**src/fse_pkg.sv**
```systemverilog
// Constants shared by the flash error-handling controller files
package fse_pkg;
  localparam int CLK_NS = 5;
  // Flash pin timing, in nanoseconds
  localparam int T_RP_NS = 60;
  localparam int T_RWH_NS = 500;
  localparam int T_WP_NS = 70;
  localparam int T_ACC_NS = 80;
  // Least times, rounded up to whole cycles, with two more cycles added to access
  localparam int RP_CYC = (T_RP_NS + CLK_NS - 1) / CLK_NS;
  localparam int RWH_CYC = (T_RWH_NS + CLK_NS - 1) / CLK_NS;
  localparam int WP_CYC = (T_WP_NS + CLK_NS - 1) / CLK_NS;
  localparam int ACC_CYC = (T_ACC_NS + CLK_NS - 1) / CLK_NS + 2;
  localparam int CNT_W = 8;
  localparam int ADDR_W = 18;
  localparam int DQ_W = 16;
  // Flash command codes
  localparam logic [7:0] CMD_READ_ARRAY = 8'hFF;
  localparam logic [7:0] CMD_READ_STATUS = 8'h70;
  localparam logic [7:0] CMD_CLEAR_STATUS = 8'h50;
  localparam logic [7:0] CMD_ERASE_SETUP = 8'h20;
  localparam logic [7:0] CMD_ERASE_CONFIRM = 8'hD0;
  localparam logic [7:0] CMD_WRITE_SETUP = 8'h40;
  // Status byte bit positions
  localparam int SB_READY = 7;
  localparam int SB_ERASE_FAIL = 5;
  localparam int SB_PROG_FAIL = 4;
  localparam int SB_VPP_MISSING = 3;
  // APB register byte offsets
  localparam logic [7:0] REG_CTRL = 8'h00;
  localparam logic [7:0] REG_ADDR = 8'h04;
  localparam logic [7:0] REG_DATA = 8'h08;
  localparam logic [7:0] REG_STATUS = 8'h0C;
  // Control register fields
  localparam int CTRL_START = 0;
  localparam int CTRL_OP_LSB = 1;
  localparam int CTRL_PD = 8;
  // Status register fields
  localparam int ST_BYTE_LSB = 0;
  localparam int ST_ERR_LSB = 8;
  localparam int ST_BUSY = 16;
  localparam int ST_VPP_LOCK = 17;
  localparam int ST_REFUSED = 18;
  localparam int ST_PWRDN = 19;
  localparam int ST_ARRAY_MODE = 20;
  typedef enum logic [2:0] {
    OP_READ = 3'h0,
    OP_READ_ARRAY = 3'h1,
    OP_READ_STATUS = 3'h2,
    OP_CLEAR = 3'h3,
    OP_PROGRAM = 3'h4,
    OP_ERASE = 3'h5
  } fse_op_t;
endpackage

```
**src/fse_cycle.sv**
```systemverilog
// One asynchronous flash bus cycle, read or write
`timescale 1ns/1ps
module fse_cycle import fse_pkg::*; #(
  parameter int WP_CYCLES = WP_CYC,
  parameter int ACC_CYCLES = ACC_CYC
) (
  input wire logic clk,
  input wire logic srst,
  input wire logic req,
  input wire logic wr,
  input wire logic [ADDR_W-1:0] addr,
  input wire logic [DQ_W-1:0] wdata,
  output logic done,
  output logic [DQ_W-1:0] rdata,
  output logic ce_n,
  output logic we_n,
  output logic oe_n,
  output logic [ADDR_W-1:0] fl_addr,
  output logic [DQ_W-1:0] dq_o,
  output logic dq_oe,
  input wire logic [DQ_W-1:0] dq_i
);
  typedef enum logic [1:0] {E_IDLE, E_SETUP, E_PULSE, E_HOLD} fse_eng_t;
  fse_eng_t st_r;
  logic [CNT_W-1:0] cnt_r;
  logic wr_r;
  logic [DQ_W-1:0] dq_s1_r;
  logic [DQ_W-1:0] dq_s2_r;

  // Data pins come from outside the clock domain
  always_ff @(posedge clk) begin
    dq_s1_r <= dq_i;
    dq_s2_r <= dq_s1_r;
  end

  always_ff @(posedge clk) begin
    if (srst) begin
      st_r <= E_IDLE;
      cnt_r <= '0;
      wr_r <= 1'b0;
      done <= 1'b0;
      rdata <= '0;
      ce_n <= 1'b1;
      we_n <= 1'b1;
      oe_n <= 1'b1;
      fl_addr <= '0;
      dq_o <= '0;
      dq_oe <= 1'b0;
    end else begin
      done <= 1'b0;
      unique case (st_r)
        E_IDLE: begin
          if (req) begin
            st_r <= E_SETUP;
            wr_r <= wr;
            ce_n <= 1'b0;
            oe_n <= wr;
            fl_addr <= addr;
            dq_o <= wdata;
            dq_oe <= wr;
          end
        end
        E_SETUP: begin
          st_r <= E_PULSE;
          we_n <= !wr_r;
          cnt_r <= wr_r ? CNT_W'(WP_CYCLES - 1) : CNT_W'(ACC_CYCLES - 1);
        end
        E_PULSE: begin
          if (cnt_r == '0) begin
            st_r <= E_HOLD;
            we_n <= 1'b1;
            oe_n <= 1'b1;
            if (!wr_r) begin
              rdata <= dq_s2_r;
            end
          end else begin
            cnt_r <= cnt_r - 1'b1;
          end
        end
        E_HOLD: begin
          st_r <= E_IDLE;
          ce_n <= 1'b1;
          dq_oe <= 1'b0;
          done <= 1'b1;
        end
      endcase
    end
  end
endmodule

```
**src/fse_ctrl.sv**
```systemverilog
// Host controller for a command-driven flash: sequencing, status polling, error capture
`timescale 1ns/1ps
module fse_ctrl import fse_pkg::*; #(
  parameter int RP_CYCLES = RP_CYC,
  parameter int RWH_CYCLES = RWH_CYC
) (
  input wire logic REF_CLK,
  input wire logic SRST,
  input wire logic PSEL,
  input wire logic PENABLE,
  input wire logic PWRITE,
  input wire logic [7:0] PADDR,
  input wire logic [31:0] PWDATA,
  output logic [31:0] PRDATA,
  output logic PREADY,
  output logic PSLVERR,
  output logic FL_CE_N,
  output logic FL_WE_N,
  output logic FL_OE_N,
  output logic FL_RP_N,
  output logic [ADDR_W-1:0] FL_ADDR,
  output logic [DQ_W-1:0] FL_DQ_O,
  output logic FL_DQ_OE,
  input wire logic [DQ_W-1:0] FL_DQ_I
);
  typedef enum logic [2:0] {S_RESET, S_WAKE, S_IDLE, S_FIRST, S_SECOND, S_POLL, S_READ, S_PD} fse_state_t;
  fse_state_t state_r;
  logic [CNT_W-1:0] cnt_r;
  logic [ADDR_W-1:0] addr_r;
  logic [DQ_W-1:0] data_r;
  logic [7:0] cmd1_r;
  logic [7:0] cmd2_r;
  logic [7:0] sbyte_r;
  logic [2:0] err_r;
  logic vpp_lock_r;
  logic refused_r;
  logic pd_r;
  logic array_mode_r;
  logic eng_req_r;
  logic eng_wr_r;
  logic [ADDR_W-1:0] eng_addr_r;
  logic [DQ_W-1:0] eng_wdata_r;
  logic pend_r;
  logic op_is_read_r;
  logic eng_done;
  logic [DQ_W-1:0] eng_rdata;
  logic apb_setup;
  logic apb_wr;
  logic start;
  fse_op_t op;

  function automatic logic [2:0] err_code(input logic [7:0] sb);
    err_code = {sb[SB_ERASE_FAIL], sb[SB_PROG_FAIL], sb[SB_VPP_MISSING]};
  endfunction

  assign apb_setup = PSEL && !PENABLE && !PREADY;
  assign apb_wr = PSEL && PENABLE && PREADY && PWRITE && !PSLVERR;
  assign start = apb_wr && PADDR == REG_CTRL && PWDATA[CTRL_START];
  assign op = fse_op_t'(PWDATA[CTRL_OP_LSB +: 3]);

  // APB slave: no wait states, answer registered in the setup cycle
  always_ff @(posedge REF_CLK) begin
    if (SRST) begin
      PREADY <= 1'b0;
      PSLVERR <= 1'b0;
      PRDATA <= '0;
    end else begin
      PREADY <= apb_setup;
      PSLVERR <= apb_setup && !(PADDR inside {REG_CTRL, REG_ADDR, REG_DATA, REG_STATUS});
      PRDATA <= '0;
      if (apb_setup && !PWRITE) begin
        unique case (PADDR)
          REG_CTRL: PRDATA <= 32'(pd_r) << CTRL_PD;
          REG_ADDR: PRDATA <= 32'(addr_r);
          REG_DATA: PRDATA <= 32'(data_r);
          REG_STATUS: PRDATA <= {11'h000, array_mode_r, pd_r, refused_r, vpp_lock_r, state_r != S_IDLE,
                                 5'h00, err_r, sbyte_r};
          default: PRDATA <= '0;
        endcase
      end
    end
  end

  always_ff @(posedge REF_CLK) begin
    if (SRST) begin
      addr_r <= '0;
      pd_r <= 1'b0;
    end else if (apb_wr) begin
      if (PADDR == REG_ADDR) begin
        addr_r <= PWDATA[ADDR_W-1:0];
      end
      if (PADDR == REG_CTRL) begin
        pd_r <= PWDATA[CTRL_PD];
      end
    end
  end

  // Sequencer for flash command cycles
  always_ff @(posedge REF_CLK) begin
    if (SRST) begin
      state_r <= S_RESET;
      cnt_r <= '0;
      FL_RP_N <= 1'b0;
      data_r <= '0;
      cmd1_r <= CMD_READ_ARRAY;
      cmd2_r <= CMD_READ_ARRAY;
      sbyte_r <= '0;
      err_r <= '0;
      vpp_lock_r <= 1'b0;
      refused_r <= 1'b0;
      array_mode_r <= 1'b1;
      eng_req_r <= 1'b0;
      eng_wr_r <= 1'b0;
      eng_addr_r <= '0;
      eng_wdata_r <= '0;
      pend_r <= 1'b0;
      op_is_read_r <= 1'b0;
    end else begin
      eng_req_r <= 1'b0;
      if (apb_wr && PADDR == REG_DATA && state_r == S_IDLE) begin
        data_r <= PWDATA[DQ_W-1:0];
      end
      if (apb_wr && PADDR == REG_STATUS && PWDATA[ST_REFUSED]) begin
        refused_r <= 1'b0;
      end
      // Start during a running command is dropped; the set beats a same-cycle clear
      if (start && !(state_r inside {S_IDLE, S_RESET, S_WAKE, S_PD})) begin
        refused_r <= 1'b1;
      end
      unique case (state_r)
        S_RESET: begin
          if (cnt_r == CNT_W'(RP_CYCLES - 1)) begin
            FL_RP_N <= 1'b1;
            cnt_r <= '0;
            state_r <= S_WAKE;
          end else begin
            cnt_r <= cnt_r + 1'b1;
          end
        end
        S_WAKE: begin
          if (cnt_r == CNT_W'(RWH_CYCLES - 1)) begin
            cnt_r <= '0;
            array_mode_r <= 1'b1;
            state_r <= S_IDLE;
          end else begin
            cnt_r <= cnt_r + 1'b1;
          end
        end
        S_IDLE: begin
          if (pd_r) begin
            FL_RP_N <= 1'b0;
            cnt_r <= '0;
            state_r <= S_PD;
          end else if (start) begin
            state_r <= S_FIRST;
            op_is_read_r <= op == OP_READ;
            unique case (op)
              OP_READ: begin
                cmd1_r <= CMD_READ_ARRAY;
                if (array_mode_r) begin
                  state_r <= S_READ;
                end
              end
              OP_READ_ARRAY: cmd1_r <= CMD_READ_ARRAY;
              OP_READ_STATUS: cmd1_r <= CMD_READ_STATUS;
              OP_CLEAR: cmd1_r <= CMD_CLEAR_STATUS;
              OP_PROGRAM, OP_ERASE: begin
                cmd1_r <= op == OP_PROGRAM ? CMD_WRITE_SETUP : CMD_ERASE_SETUP;
                cmd2_r <= op == OP_PROGRAM ? data_r[7:0] : CMD_ERASE_CONFIRM;
                if (vpp_lock_r) begin
                  refused_r <= 1'b1;
                  state_r <= S_IDLE;
                end
              end
              default: begin
                refused_r <= 1'b1;
                state_r <= S_IDLE;
              end
            endcase
          end
        end
        S_FIRST: begin
          if (!pend_r) begin
            eng_req_r <= 1'b1;
            eng_wr_r <= 1'b1;
            eng_addr_r <= addr_r;
            eng_wdata_r <= {8'h00, cmd1_r};
            pend_r <= 1'b1;
          end else if (eng_done) begin
            pend_r <= 1'b0;
            unique case (cmd1_r)
              CMD_READ_ARRAY: begin
                array_mode_r <= 1'b1;
                state_r <= op_is_read_r ? S_READ : S_IDLE;
              end
              CMD_READ_STATUS: begin
                array_mode_r <= 1'b0;
                state_r <= S_READ;
              end
              CMD_CLEAR_STATUS: begin
                vpp_lock_r <= 1'b0;
                err_r <= '0;
                state_r <= S_IDLE;
              end
              default: state_r <= S_SECOND;
            endcase
          end
        end
        S_SECOND: begin
          if (!pend_r) begin
            eng_req_r <= 1'b1;
            eng_wdata_r <= cmd1_r == CMD_WRITE_SETUP ? data_r : {8'h00, cmd2_r};
            pend_r <= 1'b1;
          end else if (eng_done) begin
            pend_r <= 1'b0;
            array_mode_r <= 1'b0;
            state_r <= S_POLL;
          end
        end
        S_POLL: begin
          if (!pend_r) begin
            eng_req_r <= 1'b1;
            eng_wr_r <= 1'b0;
            pend_r <= 1'b1;
          end else if (eng_done) begin
            pend_r <= 1'b0;
            sbyte_r <= eng_rdata[7:0];
            if (eng_rdata[SB_READY]) begin
              err_r <= err_code(eng_rdata[7:0]);
              vpp_lock_r <= eng_rdata[SB_VPP_MISSING];
              state_r <= S_IDLE;
            end
          end
        end
        S_READ: begin
          if (!pend_r) begin
            eng_req_r <= 1'b1;
            eng_wr_r <= 1'b0;
            eng_addr_r <= addr_r;
            pend_r <= 1'b1;
          end else if (eng_done) begin
            pend_r <= 1'b0;
            data_r <= eng_rdata;
            if (!array_mode_r) begin
              sbyte_r <= eng_rdata[7:0];
              if (eng_rdata[SB_READY]) begin
                err_r <= err_code(eng_rdata[7:0]);
                vpp_lock_r <= eng_rdata[SB_VPP_MISSING];
              end
            end
            state_r <= S_IDLE;
          end
        end
        S_PD: begin
          // Least low pulse on reset/power-down even if software wakes at once
          if (cnt_r != CNT_W'(RP_CYCLES - 1)) begin
            cnt_r <= cnt_r + 1'b1;
          end else if (!pd_r) begin
            FL_RP_N <= 1'b1;
            cnt_r <= '0;
            state_r <= S_WAKE;
          end
        end
      endcase
    end
  end

  fse_cycle u_cycle (
    .clk(REF_CLK),
    .srst(SRST),
    .req(eng_req_r),
    .wr(eng_wr_r),
    .addr(eng_addr_r),
    .wdata(eng_wdata_r),
    .done(eng_done),
    .rdata(eng_rdata),
    .ce_n(FL_CE_N),
    .we_n(FL_WE_N),
    .oe_n(FL_OE_N),
    .fl_addr(FL_ADDR),
    .dq_o(FL_DQ_O),
    .dq_oe(FL_DQ_OE),
    .dq_i(FL_DQ_I)
  );

  property p_reset_holds_rp;
    @(posedge REF_CLK) disable iff (SRST)
    $fell(SRST) |-> (!FL_RP_N && FL_CE_N && FL_WE_N) [*8];
  endproperty
  a_reset_holds_rp: assert property (p_reset_holds_rp) else $error("RP released too early");

  property p_busy_poll_keeps_err;
    @(posedge REF_CLK) disable iff (SRST)
    (state_r == S_POLL && pend_r && eng_done && !eng_rdata[SB_READY]) |=> $stable(err_r) && state_r == S_POLL;
  endproperty
  a_busy_poll_keeps_err: assert property (p_busy_poll_keeps_err) else $error("Error taken while busy");

  property p_ready_captures_err;
    @(posedge REF_CLK) disable iff (SRST)
    (state_r == S_POLL && pend_r && eng_done && eng_rdata[SB_READY])
      |=> err_r == {$past(eng_rdata[5]), $past(eng_rdata[4]), $past(eng_rdata[3])} && state_r == S_IDLE;
  endproperty
  a_ready_captures_err: assert property (p_ready_captures_err) else $error("Error code not captured");

  property p_read_after_op_sends_ffh;
    @(posedge REF_CLK) disable iff (SRST)
    (state_r == S_IDLE && !pd_r && start && op == OP_READ && !array_mode_r)
      |=> state_r == S_FIRST && cmd1_r == CMD_READ_ARRAY;
  endproperty
  a_read_after_op_sends_ffh: assert property (p_read_after_op_sends_ffh) else $error("No FFH before read");

  property p_vpp_lock_refuses;
    @(posedge REF_CLK) disable iff (SRST)
    (state_r == S_IDLE && !pd_r && start && vpp_lock_r && (op == OP_PROGRAM || op == OP_ERASE))
      |=> state_r == S_IDLE && refused_r ##1 !eng_req_r;
  endproperty
  a_vpp_lock_refuses: assert property (p_vpp_lock_refuses) else $error("Operation started with voltage flag");
endmodule

```
**config.mk**
```make
export PLATFORM = sky130hd
export DESIGN_NAME = fse_ctrl
export DESIGN_NICKNAME = d
export VERILOG_FILES = /design/src/fse_pkg.sv /design/src/fse_cycle.sv /design/src/fse_ctrl.sv
export SDC_FILE = /design/constraint.sdc
export NUM_CORES = 1
export LEC_CHECK = 0
export BUFFER_PORTS_ARGS = -buffer_cell sky130_fd_sc_hd__buf_2
export CAP_MARGIN = 20
export CORE_ASPECT_RATIO = 1.2
export CORE_UTILIZATION = 40
export DETAILED_ROUTE_END_ITERATION = 16
export PLACE_DENSITY = 0.7
export SLEW_MARGIN = 15
export SYNTH_ARGS = -nofsm -noshare
export SYNTH_HDL_FRONTEND = slang
export SYNTH_SLANG_ARGS = --single-unit
```
**constraint.sdc**
```tcl
create_clock -name REF_CLK -period 2.2 [get_ports REF_CLK]
set_input_delay 0 -clock REF_CLK [delete_from_list [all_inputs] [get_ports REF_CLK]]
set_output_delay 0 -clock REF_CLK [all_outputs]
set_load 0.005 [all_outputs]
```
; ---- Word level (Yosys, flattened, before mapping)
; Index checks and enable logic that the tools add are counted.
[word_totals]
input_bits = 61
register_bits = 247
output_inout_bits = 73
elab_cells = 266
[classes]
n_bitwise = 5
eq_ne = 51
mux = 104
n_reduce_logical = 69
addsub = 2
[op_table]
columns = cell, count
row1 = $mux W16, 7
row2 = $mux W8, 12
row3 = $pmux W21 S4, 1
row4 = $mux W3, 26
row5 = $pmux W8 S4, 2
row6 = $mux W1, 34
row7 = $eq A8 B7 Y1 const B, 4
row8 = $pmux W16 S2, 1
row9 = $pmux W8 S2, 2
row10 = $ne A2 B2 Y1 const B, 14
row11 = $pmux W3 S3, 3
row12 = $eq A8 B4 Y1 const B, 3
row13 = $pmux W3 S8, 1
row14 = $eq A3 B3 Y1 const B, 6
row15 = $reduce_and A3 Y1, 6
row16 = $logic_not A8 Y1, 2
row17 = $ne A2 B1 Y1 const B, 8
row18 = $reduce_and A2 Y1, 8
row19 = $logic_and A1 B1 Y1, 15
row20 = $pmux W1 S2, 7
row21 = $reduce_and A14 Y1, 1
row22 = $eq A3 B2 Y1 const B, 4
row23 = $reduce_bool A2 Y1, 6
row24 = $reduce_bool A4 Y1, 3
row25 = other kinds (28), 55

; ---- Longest topological paths before layout
; Gate-level depths: netlist of run 1.
[logic_depth]
depth_word = 13
ltp_mapped = 9
ltp_nobuf = 7

; ---- Cells and area by module
; From an unflattened synthesis of run 1, not the netlist that was laid out.
[hier_totals]
hier_cells = 995
hier_area_um2 = 9141.3
[by_module_without_submodules]
columns = mod, seq_area_each_um2, cells_each, area_per_inst_um2, n_inst
row1 = fse_ctrl, 2662.6, 665, 5903.2, 1
row2 = fse_cycle, 1961.9, 330, 3238.1, 1

; ---- Worst setup path after synthesis of run 1
; Ideal clock, no wire load.
[synth_timing]
kind = reg2reg
from = reg cnt_r[0]
to = reg state_r[0]
required_ns = 2.099
arrival_ns = 2.028
stages_incl_launch_ff = 7
synth_period_minus_slack_ns = 2.129
setup_slack_ns = 0.071
n_path_buf = 0
setup_ns = 0.101
cell_sequence = dfxtp_1 -> ha_1 -> or4b_1 -> nor3_1 -> o32ai_1 -> or3_1 -> o41ai_1
[synth_between]
elab_chain_cells = 3
word_cells_on_any_way = 7
cone_classes = eq/ne: 6 / reduce/logical: 1
[synth_rtl]
columns = item, line
row1 = start: declaration, fse_ctrl.sv:28  ; logic [CNT_W-1:0] cnt_r;
row2 = start signal: assignment, fse_ctrl.sv:137  ; cnt_r <= cnt_r + 1'b1;
row3 = start signal: assignment, fse_ctrl.sv:146  ; cnt_r <= cnt_r + 1'b1;
row4 = start signal: assignment, fse_ctrl.sv:257  ; cnt_r <= cnt_r + 1'b1;
row5 = $eq A8 B7 Y1 (tied with other cells), fse_ctrl.sv:141  ; if (cnt_r == CNT_W'(RWH_CYCLES - 1)) begin
row6 = $ne A2 B1 Y1 (no source line) / $ne A2 B2 Y1 (equally long branches), --
row7 = $reduce_and A14 Y1 (no source line) *, --
row8 = end signal: assignment, fse_ctrl.sv:194  ; state_r <= op_is_read_r ? S_READ : S_IDLE;
row9 = end: declaration, fse_ctrl.sv:27  ; fse_state_t state_r;
; Mark *: on every way between the ends. The rest lies on a longest branch, timed or not.
; A chain may end at the register's enable or synchronous reset.

; ---- Worst setup path in the final report of run 1
[layout_timing]
from = reg cnt_r[1]
to = reg state_r[0]
; The elaborated chain is that of the path after synthesis.

==> results of run 1 <==
==> synth_stat cells, types with 3 or more instances <==
master	number	share of area, %
sky130_fd_sc_hd__nor4_1	4	0.27
sky130_fd_sc_hd__nor2b_1	4	0.27
sky130_fd_sc_hd__nand3b_1	5	0.41
sky130_fd_sc_hd__and3_1	5	0.34
sky130_fd_sc_hd__a21bo_1	5	0.54
sky130_fd_sc_hd__a22oi_1	7	0.57
sky130_fd_sc_hd__buf_2	4	0.22
sky130_fd_sc_hd__and3b_1	3	0.29
sky130_fd_sc_hd__nor3_1	14	0.76
sky130_fd_sc_hd__nor4b_1	3	0.29
sky130_fd_sc_hd__buf_1	7	0.29
sky130_fd_sc_hd__o41ai_1	3	0.29
sky130_fd_sc_hd__buf_4	12	0.98
sky130_fd_sc_hd__nand3_1	26	1.4
sky130_fd_sc_hd__inv_1	16	0.65
sky130_fd_sc_hd__or3_1	5	0.34
sky130_fd_sc_hd__nor2_1	122	5.0
sky130_fd_sc_hd__xor2_1	3	0.29
sky130_fd_sc_hd__nand2b_1	8	0.54
sky130_fd_sc_hd__or2_2	5	0.34
sky130_fd_sc_hd__a31oi_1	10	0.68
sky130_fd_sc_hd__o32ai_1	6	0.57
sky130_fd_sc_hd__o21ai_0	18	0.98
sky130_fd_sc_hd__clkbuf_1	51	2.1
sky130_fd_sc_hd__ha_1	10	1.4
sky130_fd_sc_hd__o21bai_1	3	0.24
sky130_fd_sc_hd__mux2i_1	71	7.7
sky130_fd_sc_hd__nand2_1	183	7.5
sky130_fd_sc_hd__a21oi_1	128	7.0
sky130_fd_sc_hd__a21o_1	3	0.24
sky130_fd_sc_hd__a211oi_1	26	2.1
sky130_fd_sc_hd__nor3b_1	5	0.41
sky130_fd_sc_hd__dfxtp_1	231	50
==> sequential cells by signal, summed over array words and instances (netlist names), 8 cells and up <==
name / flops
eng_wdata_r: 16
addr_r: 18
u_cycle.dq_s2_r: 16
u_cycle.cnt_r: 8
data_r: 16
eng_addr_r: 18
cnt_r: 8
u_cycle.rdata: 16
u_cycle.dq_s1_r: 16
sbyte_r: 8
PRDATA: 21
cmd2_r: 8
u_cycle.fl_addr: 18
u_cycle.dq_o: 16
==> power by group through the flow <==
stage | Clock [mW] | Combinational (mW) | Sequential [mW]
after detailed placement | 0 | 0.632 | 4.41
after global placement | 0 | 0.619 | 4.41
after global routing | 4.29 | 0.784 | 4.33
after CTS | 4.13 | 0.691 | 4.32
after floorplan | 0 | 0.440 | 4.40
final | 4.05 | 0.706 | 4.32
==> area by class of cell <==
type / instances / area, sq um / share of cell area (%)
flip-flops and latches: 231 / 4620 / 40.5
multi-input cells: 741 / 4250 / 37.3
repair buffers: 196 / 1330 / 11.7
clock buffers: 33 / 674 / 5.91
well taps: 279 / 349 / 3.06
clock inverters: 8 / 108 / 0.943
inverters: 18 / 67.6 / 0.592
==> logic make-up after synthesis <==
group           count (synthesis)  synth area share (%)
compound gates                225                  14.7
other cells                     1                0.0408
flops                         231                  50.3
buf+inv                        92                  4.30
simple gates                  417                  20.8
fa+ha+maj                      10                  1.36
xor+xnor                        5                 0.476
mux                            73                  8.09
==> stage by stage <==
step	hold slack (ns)	worst slack [ns]	TNS, ns
final	0.0708	0.0496	0
after global routing	0.0829	-0.0286	-0.0286
after CTS	0.0395	0.0497	0
after detailed placement	0.104	0.0477	0
after global placement	0.104	0.0996	0
after floorplan	0.0277	0.0708	0
==> worst max-delay path, stage by stage (launching register included) <==
cell and delay, ns:
sky130_fd_sc_hd__dfxtp_1 0.36, sky130_fd_sc_hd__ha_1 0.17, sky130_fd_sc_hd__or4b_4 0.48, sky130_fd_sc_hd__nor3_1 0.20, sky130_fd_sc_hd__o32ai_1 0.15, sky130_fd_sc_hd__or3_1 0.41, sky130_fd_sc_hd__o41ai_1 0.29
==> worst paths after layout <==
path / from / to / slack (ns) / cells after the start
worst max-delay path: cnt_r[1] / state_r[0] / 0.05 / 6
worst min-delay path: PWRITE / PRDATA[19] / 0.07 / 4
worst max register to register: cnt_r[1] / state_r[0] / 0.05 / 6
worst min register to register: u_cycle.dq_s1_r[13] / u_cycle.dq_s2_r[13] / 0.32 / 0
==> routing by layer <==
layer | wire length, microns | part of all wire (%)
met4 | 792 | 3.4
met3 | 1220 | 5.2
met5 | 0 | 0
met2 | 11000 | 47
met1 | 10400 | 44
==> timing repair <==
action / in CTS / in global routing
setup buffers: 0 / 1
endpoints found under the setup margin: 0 / 26
hold buffers: 42 / 0
gates resized for setup: 0 / 4
hold endpoints to repair: 57 / 0
==> impl.org, run 1 <==
** Clock tree
- TritonCTS built the clock tree.
- CTS HTree Levels :: 1
- Number of sinks driven by the clock tree :: approximately 230
- CTS placed an instance of sky130_fd_sc_hd__clkbuf_16 at the clock tree root.
- Clock latency on the worst-skew pair, taken at its later pin, is 0.53 ns.
- Clock-pin slew on the worst setup and hold paths :: 0.06 ns
- Buffers inserted during clock tree synthesis total 24.
- Clock Path Buffers :: 3

** Final layout
- Most common library cell in the layout ignoring fill and taps :: sky130_fd_sc_hd__dfxtp_1
- Utilization of the core after routing :: 50.6%
- Final instance area :: 0.0114 sq mm
- Number of standard cells in the final layout excluding fillers :: 1,506
- Final Net Count :: 1,283
- Layout fillers :: 2,112
- Commonest cells after routing, fill and taps aside :: sky130_fd_sc_hd__dfxtp_1 (231), sky130_fd_sc_hd__nand2_1 (183), sky130_fd_sc_hd__a21oi_1 (128)
- Relative to the synthesized area, the layout overhead comes to 24.0%.
- Of the cells placed in the final design, the portion with a size suffix greater than 1 is between 10% and 20%.
- Diodes inserted :: 0

** Logic synthesis
- EDFF count, synth :: 0
- After synthesis the netlist holds a flip-flop and latch count of roughly 230.
- Averaged over all synthesized cells, the footprint is 8.73 sq um.
- Number of library cell types mapped by synthesis :: 71
- Count of warnings emitted by yosys :: 0
- Among all flip-flop cells after synthesis, the most frequent one is sky130_fd_sc_hd__dfxtp_1.
- Post-synthesis cell count :: around 1,100
- Cell Area, Synth :: 0.00920 sq mm
- Sequential cells were found to cover approximately 50% of the synthesized design area.
- In the synthesized netlist the async set-or-reset flop fraction comes to 0%.

** Timing
- Post-layout min period :: 2.15 ns
- The number of hold-slack violations in the final timing report came to 0.
- Setup violations remaining at the end of the flow were counted as 0.
- Share of the cycle needed by the critical path after routing :: between 90% and 100%
- Worst-case headroom to the max-slew limit :: 35.7%
- Static timing analysis puts the maximum clock frequency at ~0.47 GHz.
- Setup repair after global routing missed its margin :: true
- Clock skew on the completed layout was measured at 0.0201 ns.
- Max-slew violation count :: 0
- At the pin with the least slew margin, the transition time is 0.965 ns.

** Detailed routing
- Detailed-router iteration count before antenna repair :: 5
- Summed over all layers, the routed wires come to around 23 mm.
- Detailed-route via count :: 7,838
- Drt initial violations :: 578
- Routed Antenna Nets :: 0
- Routed wire length per instance :: 15.6 microns
- Detail-routed via count per cell :: 5.20
- Count of unresolved DRC violations after routing :: 0

** Placement
- Buffers placed on the I/O ports in this run total 109.
- After legalization and detailed placement, the total HPWL measured 16.2 mm.
- Global placement routability congestion :: between 0.8 and 0.9
- Placed cells :: around 1,400
- Area after detailed placement :: about 0.010 sq mm

** Global routing
- Remaining Overflow, GRT :: 0
- Met2 track demand over resource in global routing :: 33.6%
- For this run, global-route usage on met3 was measured as 3.36%.
- The first global-routing pass estimated 37.4 mm of wire.
- Via count of the first global-routing pass :: 7,387
- Entering global routing, the biggest net connects 92 pins.
- Busiest metal layer after global routing :: met2
- For this run, global-route usage on met1 was measured as 24.5%.
- Antenna violations before repair :: 0
- In the global route stage, overall resource usage came out at 19.7%.

** Power and ir drop
- Across the VDD grid, the largest voltage drop is 0.506 mV.
- The analysis attributes to net switching a power of around 2.1 mW.
- In this run the power density over the cells is approximately 800 mW/mm^2.
- The share of total power dissipated in combinational logic is 7.8%.
- For this design the static power due to leakage is 4.47 nW.
- Total power :: 9.07 mW
- Of the total power, registers draw 47.6%.
- Clk network pwr share :: 44.6%
- Internal portion of total power :: 6.94 mW
- Switching Share :: 23.5%

** Min path
- In this run the worst hold path is classified as input pin to flip-flop.

** Worst setup path
- Kind of end point of the critical path :: flip-flop
- STA classifies the critical path startpoint as a flip-flop.
- The critical path in this run is classified as flip-flop to flip-flop.
- For the worst setup path, the data arrival time is 2.57 ns.
- Along the worst path, the maximum fanout reaches 4.
- Worst path required time :: 2.62 ns

** Floorplanning
- Die extent in y :: 168 microns
- The total area inside the core boundary comes to ~0.023 sq mm.
- The die covers 0.0236 sq mm.
- X dimension of the die :: between 100 and 150 microns
- Starting Density :: between 40 and 50%
- Number of ports placed on the die boundary :: 134
- Num rows :: 60

** Outcome
- Outcome :: completed

** Run
- Number of max-capacitance violations reported :: 0
(Power assumes the default switching activity.)
==> inputs of run 2 (changes only) <==
--- a/config.mk
+++ b/config.mk
@@ -10,7 +10,7 @@
 export CORE_ASPECT_RATIO = 1.2
 export CORE_UTILIZATION = 40
 export DETAILED_ROUTE_END_ITERATION = 16
-export PLACE_DENSITY = 0.7
+export PLACE_DENSITY = 0.72
 export SLEW_MARGIN = 15
 export SYNTH_ARGS = -nofsm -noshare
 export SYNTH_HDL_FRONTEND = slang
==> impl.org, run 2 (synthesis gave the netlist of run 1 again) <==
** Outcome
- The run finished with clean final reports.

** Clock tree
- The clock passes through at most 3 buffers.
- Counting every sink on the clock net gives 231.
- Cell at the root of the clock tree :: sky130_fd_sc_hd__clkbuf_16
- The later pin in the worst-skew pair is clocked with a latency of 0.53 ns.
- Post-CTS setup buffers :: 0
- TritonCTS built the clock tree.
- CTS HTree Levels :: 1
- Clock tree synthesis inserted a total of 24 buffers.
- After clock tree synthesis, the clock-pin slew on the worst setup and hold paths is 0.06 ns.

** Final layout
- The register with the most flip-flops in the layout has 21 of them.
- Cells with a size suffix above 1 make up 17.7% of the layout.
- Signed area change from the synthesized netlist to the final layout :: 25.5%
- Leaving out fill and tap cells, the most frequent cell in the layout is sky130_fd_sc_hd__dfxtp_1.
- In the final design database the tool counted 1,285 nets.
- Register with the highest flop count :: PRDATA
- Layout fillers :: a little over 2,000
- Flip-flop and latch area :: 0.00462 sq mm
- Area of the multi-input gates :: 0.00427 sq mm
- With fillers left out, the area of the finished cells amounts to 0.0115 sq mm.
- The number of antenna diodes in the final layout is 0.
- In the layout the commonest cells are sky130_fd_sc_hd__dfxtp_1 (231), sky130_fd_sc_hd__nand2_1 (183), sky130_fd_sc_hd__a21oi_1 (128).

** Power and ir drop
- Max VDD drop :: 0.581 mV
- Total power :: 9.52 mW
- In this run the power density over the cells is 824 mW/mm^2.
- In this run the static leakage power is approximately 4.6 nW.

** Global routing
- Across every metal layer, demand over resource in global routing totals between 20% and 30%.
- Met3 Use GR :: 2.67%
- Met1 capacity usage during global routing :: 25.4%
- The initial antenna violation count came to 1.
- Global routing consumed, on the met2 layer, between 30% and 40% of the routing resources.
- Maximum number of pins on one net before global-route repair :: 167
- Summed over all layers, the global routing overflow is 0.
- Busiest metal layer after global routing :: met2
- The first global-routing pass estimated 38.2 mm of wire.
- Via count of the first global-routing pass :: around 7,600

** Floorplanning
- X dimension of the die :: 140 microns
- Once the floorplan was initialized, standard cells occupied 40.9% of the core.
- Row generation in the floorplan step produced 60 rows.
- In this run the standard cell core region covers around 0.023 sq mm.
- Die extent in y :: 168 microns
- The die covers around 0.024 sq mm.
- For this design the top-level I/O count stands at 134.

** Timing
- Final hold violation count :: 0
- Count of final setup violators :: 0
- Timing would allow up to 0.467 GHz.
- The final number of max-transition violations came to 0.
- The worst path uses 97.4% of the clock period.
- Headroom to the max-slew limit came out at a little under half.
- Setup repair after global routing could not meet its margin everywhere.
- For the final database, setup skew stands at 0.0198 ns.
- Actual transition at the worst max-transition pin :: 0.800 ns
- Setup total negative slack :: 0 ns
- Counting I/O delays and the setup requirement, the final critical path takes 2.14 ns.

** Worst setup path
- FF-to-FF setup slack :: 0.06 ns
- Kind of end point of the critical path :: flip-flop
- Along the worst path, the maximum fanout reaches 4.
- Data on the critical path is required at its endpoint by 2.62 ns.
- CP arrival :: 2.56 ns
- Critical Path Source Type :: flip-flop
- The critical path is of the flip-flop to flip-flop type.

** Detailed routing
- Routed wire length per instance :: 15.7 microns
- Dividing the detail-routed via count by the number of cells gives about 5.2.
- Count of unresolved DRC violations after routing :: 0
- Total routed wirelength :: 23.6 mm
- The detailed router finished its first iteration with around 560 violations.
- Routed Antenna Nets :: 0
- Summing over every cut layer, the via total after detailed routing is 7,915.
- The first detailed-routing pass took 5 iterations.

** Placement
- Port-buffer cells :: 109
- Post-detailed-placement half-perimeter wirelength :: 16.2 mm
- Global placement routability congestion :: 0.880
- Area after detailed placement :: around 0.010 sq mm

** Run
- Max-cap violations in this run came to 0.

** Min path
- The min-delay analysis places its worst path in the category input pin to flip-flop.
[run 2: stage by stage]
stage | std cells | setup slack [ns] | utilization [%] | hold slack [ns]
finish | 1509 | 0.0578 | 51.3 | 0.0930
global route | 1509 | -0.0274 | 51.3 | 0.0986
CTS | 1509 | 0.0284 | 51.1 | 0.0635
detailed placement | 1423 | 0.0155 | 45.3 | 0.104
global placement | 1423 | 0.0671 | 45.3 | 0.103
floorplan | 1064 | 0.0708 | - | 0.0277
[run 2: worst max-delay path, cell delays in order (launching register included)]
cell	delay (ns)
sky130_fd_sc_hd__dfxtp_1	0.35
sky130_fd_sc_hd__ha_1	0.17
sky130_fd_sc_hd__or4b_4	0.49
sky130_fd_sc_hd__nor3_1	0.18
sky130_fd_sc_hd__o32ai_1	0.14
sky130_fd_sc_hd__or3_1	0.44
sky130_fd_sc_hd__o41ai_2	0.28
[run 2: layer usage]
layer	up-vias	share of wire [%]
li1	3937	-
met3	48	5.5
met4	2	3.2
met2	236	48
met5	-	0.055
met1	3692	43
[run 2: final timing paths]
path / from / endpoint / cells after the start
hold / removal: PSEL / refused_r / 5
setup reg to reg: cnt_r[1] / state_r[0] / 6
hold reg to reg: u_cycle.dq_s1_r[1] / u_cycle.dq_s2_r[1] / 0
setup / recovery: cnt_r[1] / state_r[0] / 6
[run 2: cell type report]
| cell class | instances | share of cell area [%] |
|---|---|---|
| Inverter | 18 | 0.585 |
| Sequential cell | 231 | 40.0 |
| Clock buffer | 28 | 5.50 |
| Timing Repair Buffer | 198 | 11.8 |
| Multi-Input combinational cell | 741 | 37.0 |
| Clock inverter | 14 | 2.06 |
| Tap cell | 279 | 3.02 |
[run 2: where the power goes]
group	internal, mW	total, mW	switching [mW]
Combinational	0.311	0.738	0.427
Clock	2.78	4.46	1.68
Sequential	4.27	4.32	0.0544
Total	7.35	9.52	2.16
[run 2: repair_timing]
action	4_1_cts	5_1_grt
hold buffers	44	0
setup endpoints to repair	1	29
resized for setup	1	8
endpoints found under the hold margin	56	0
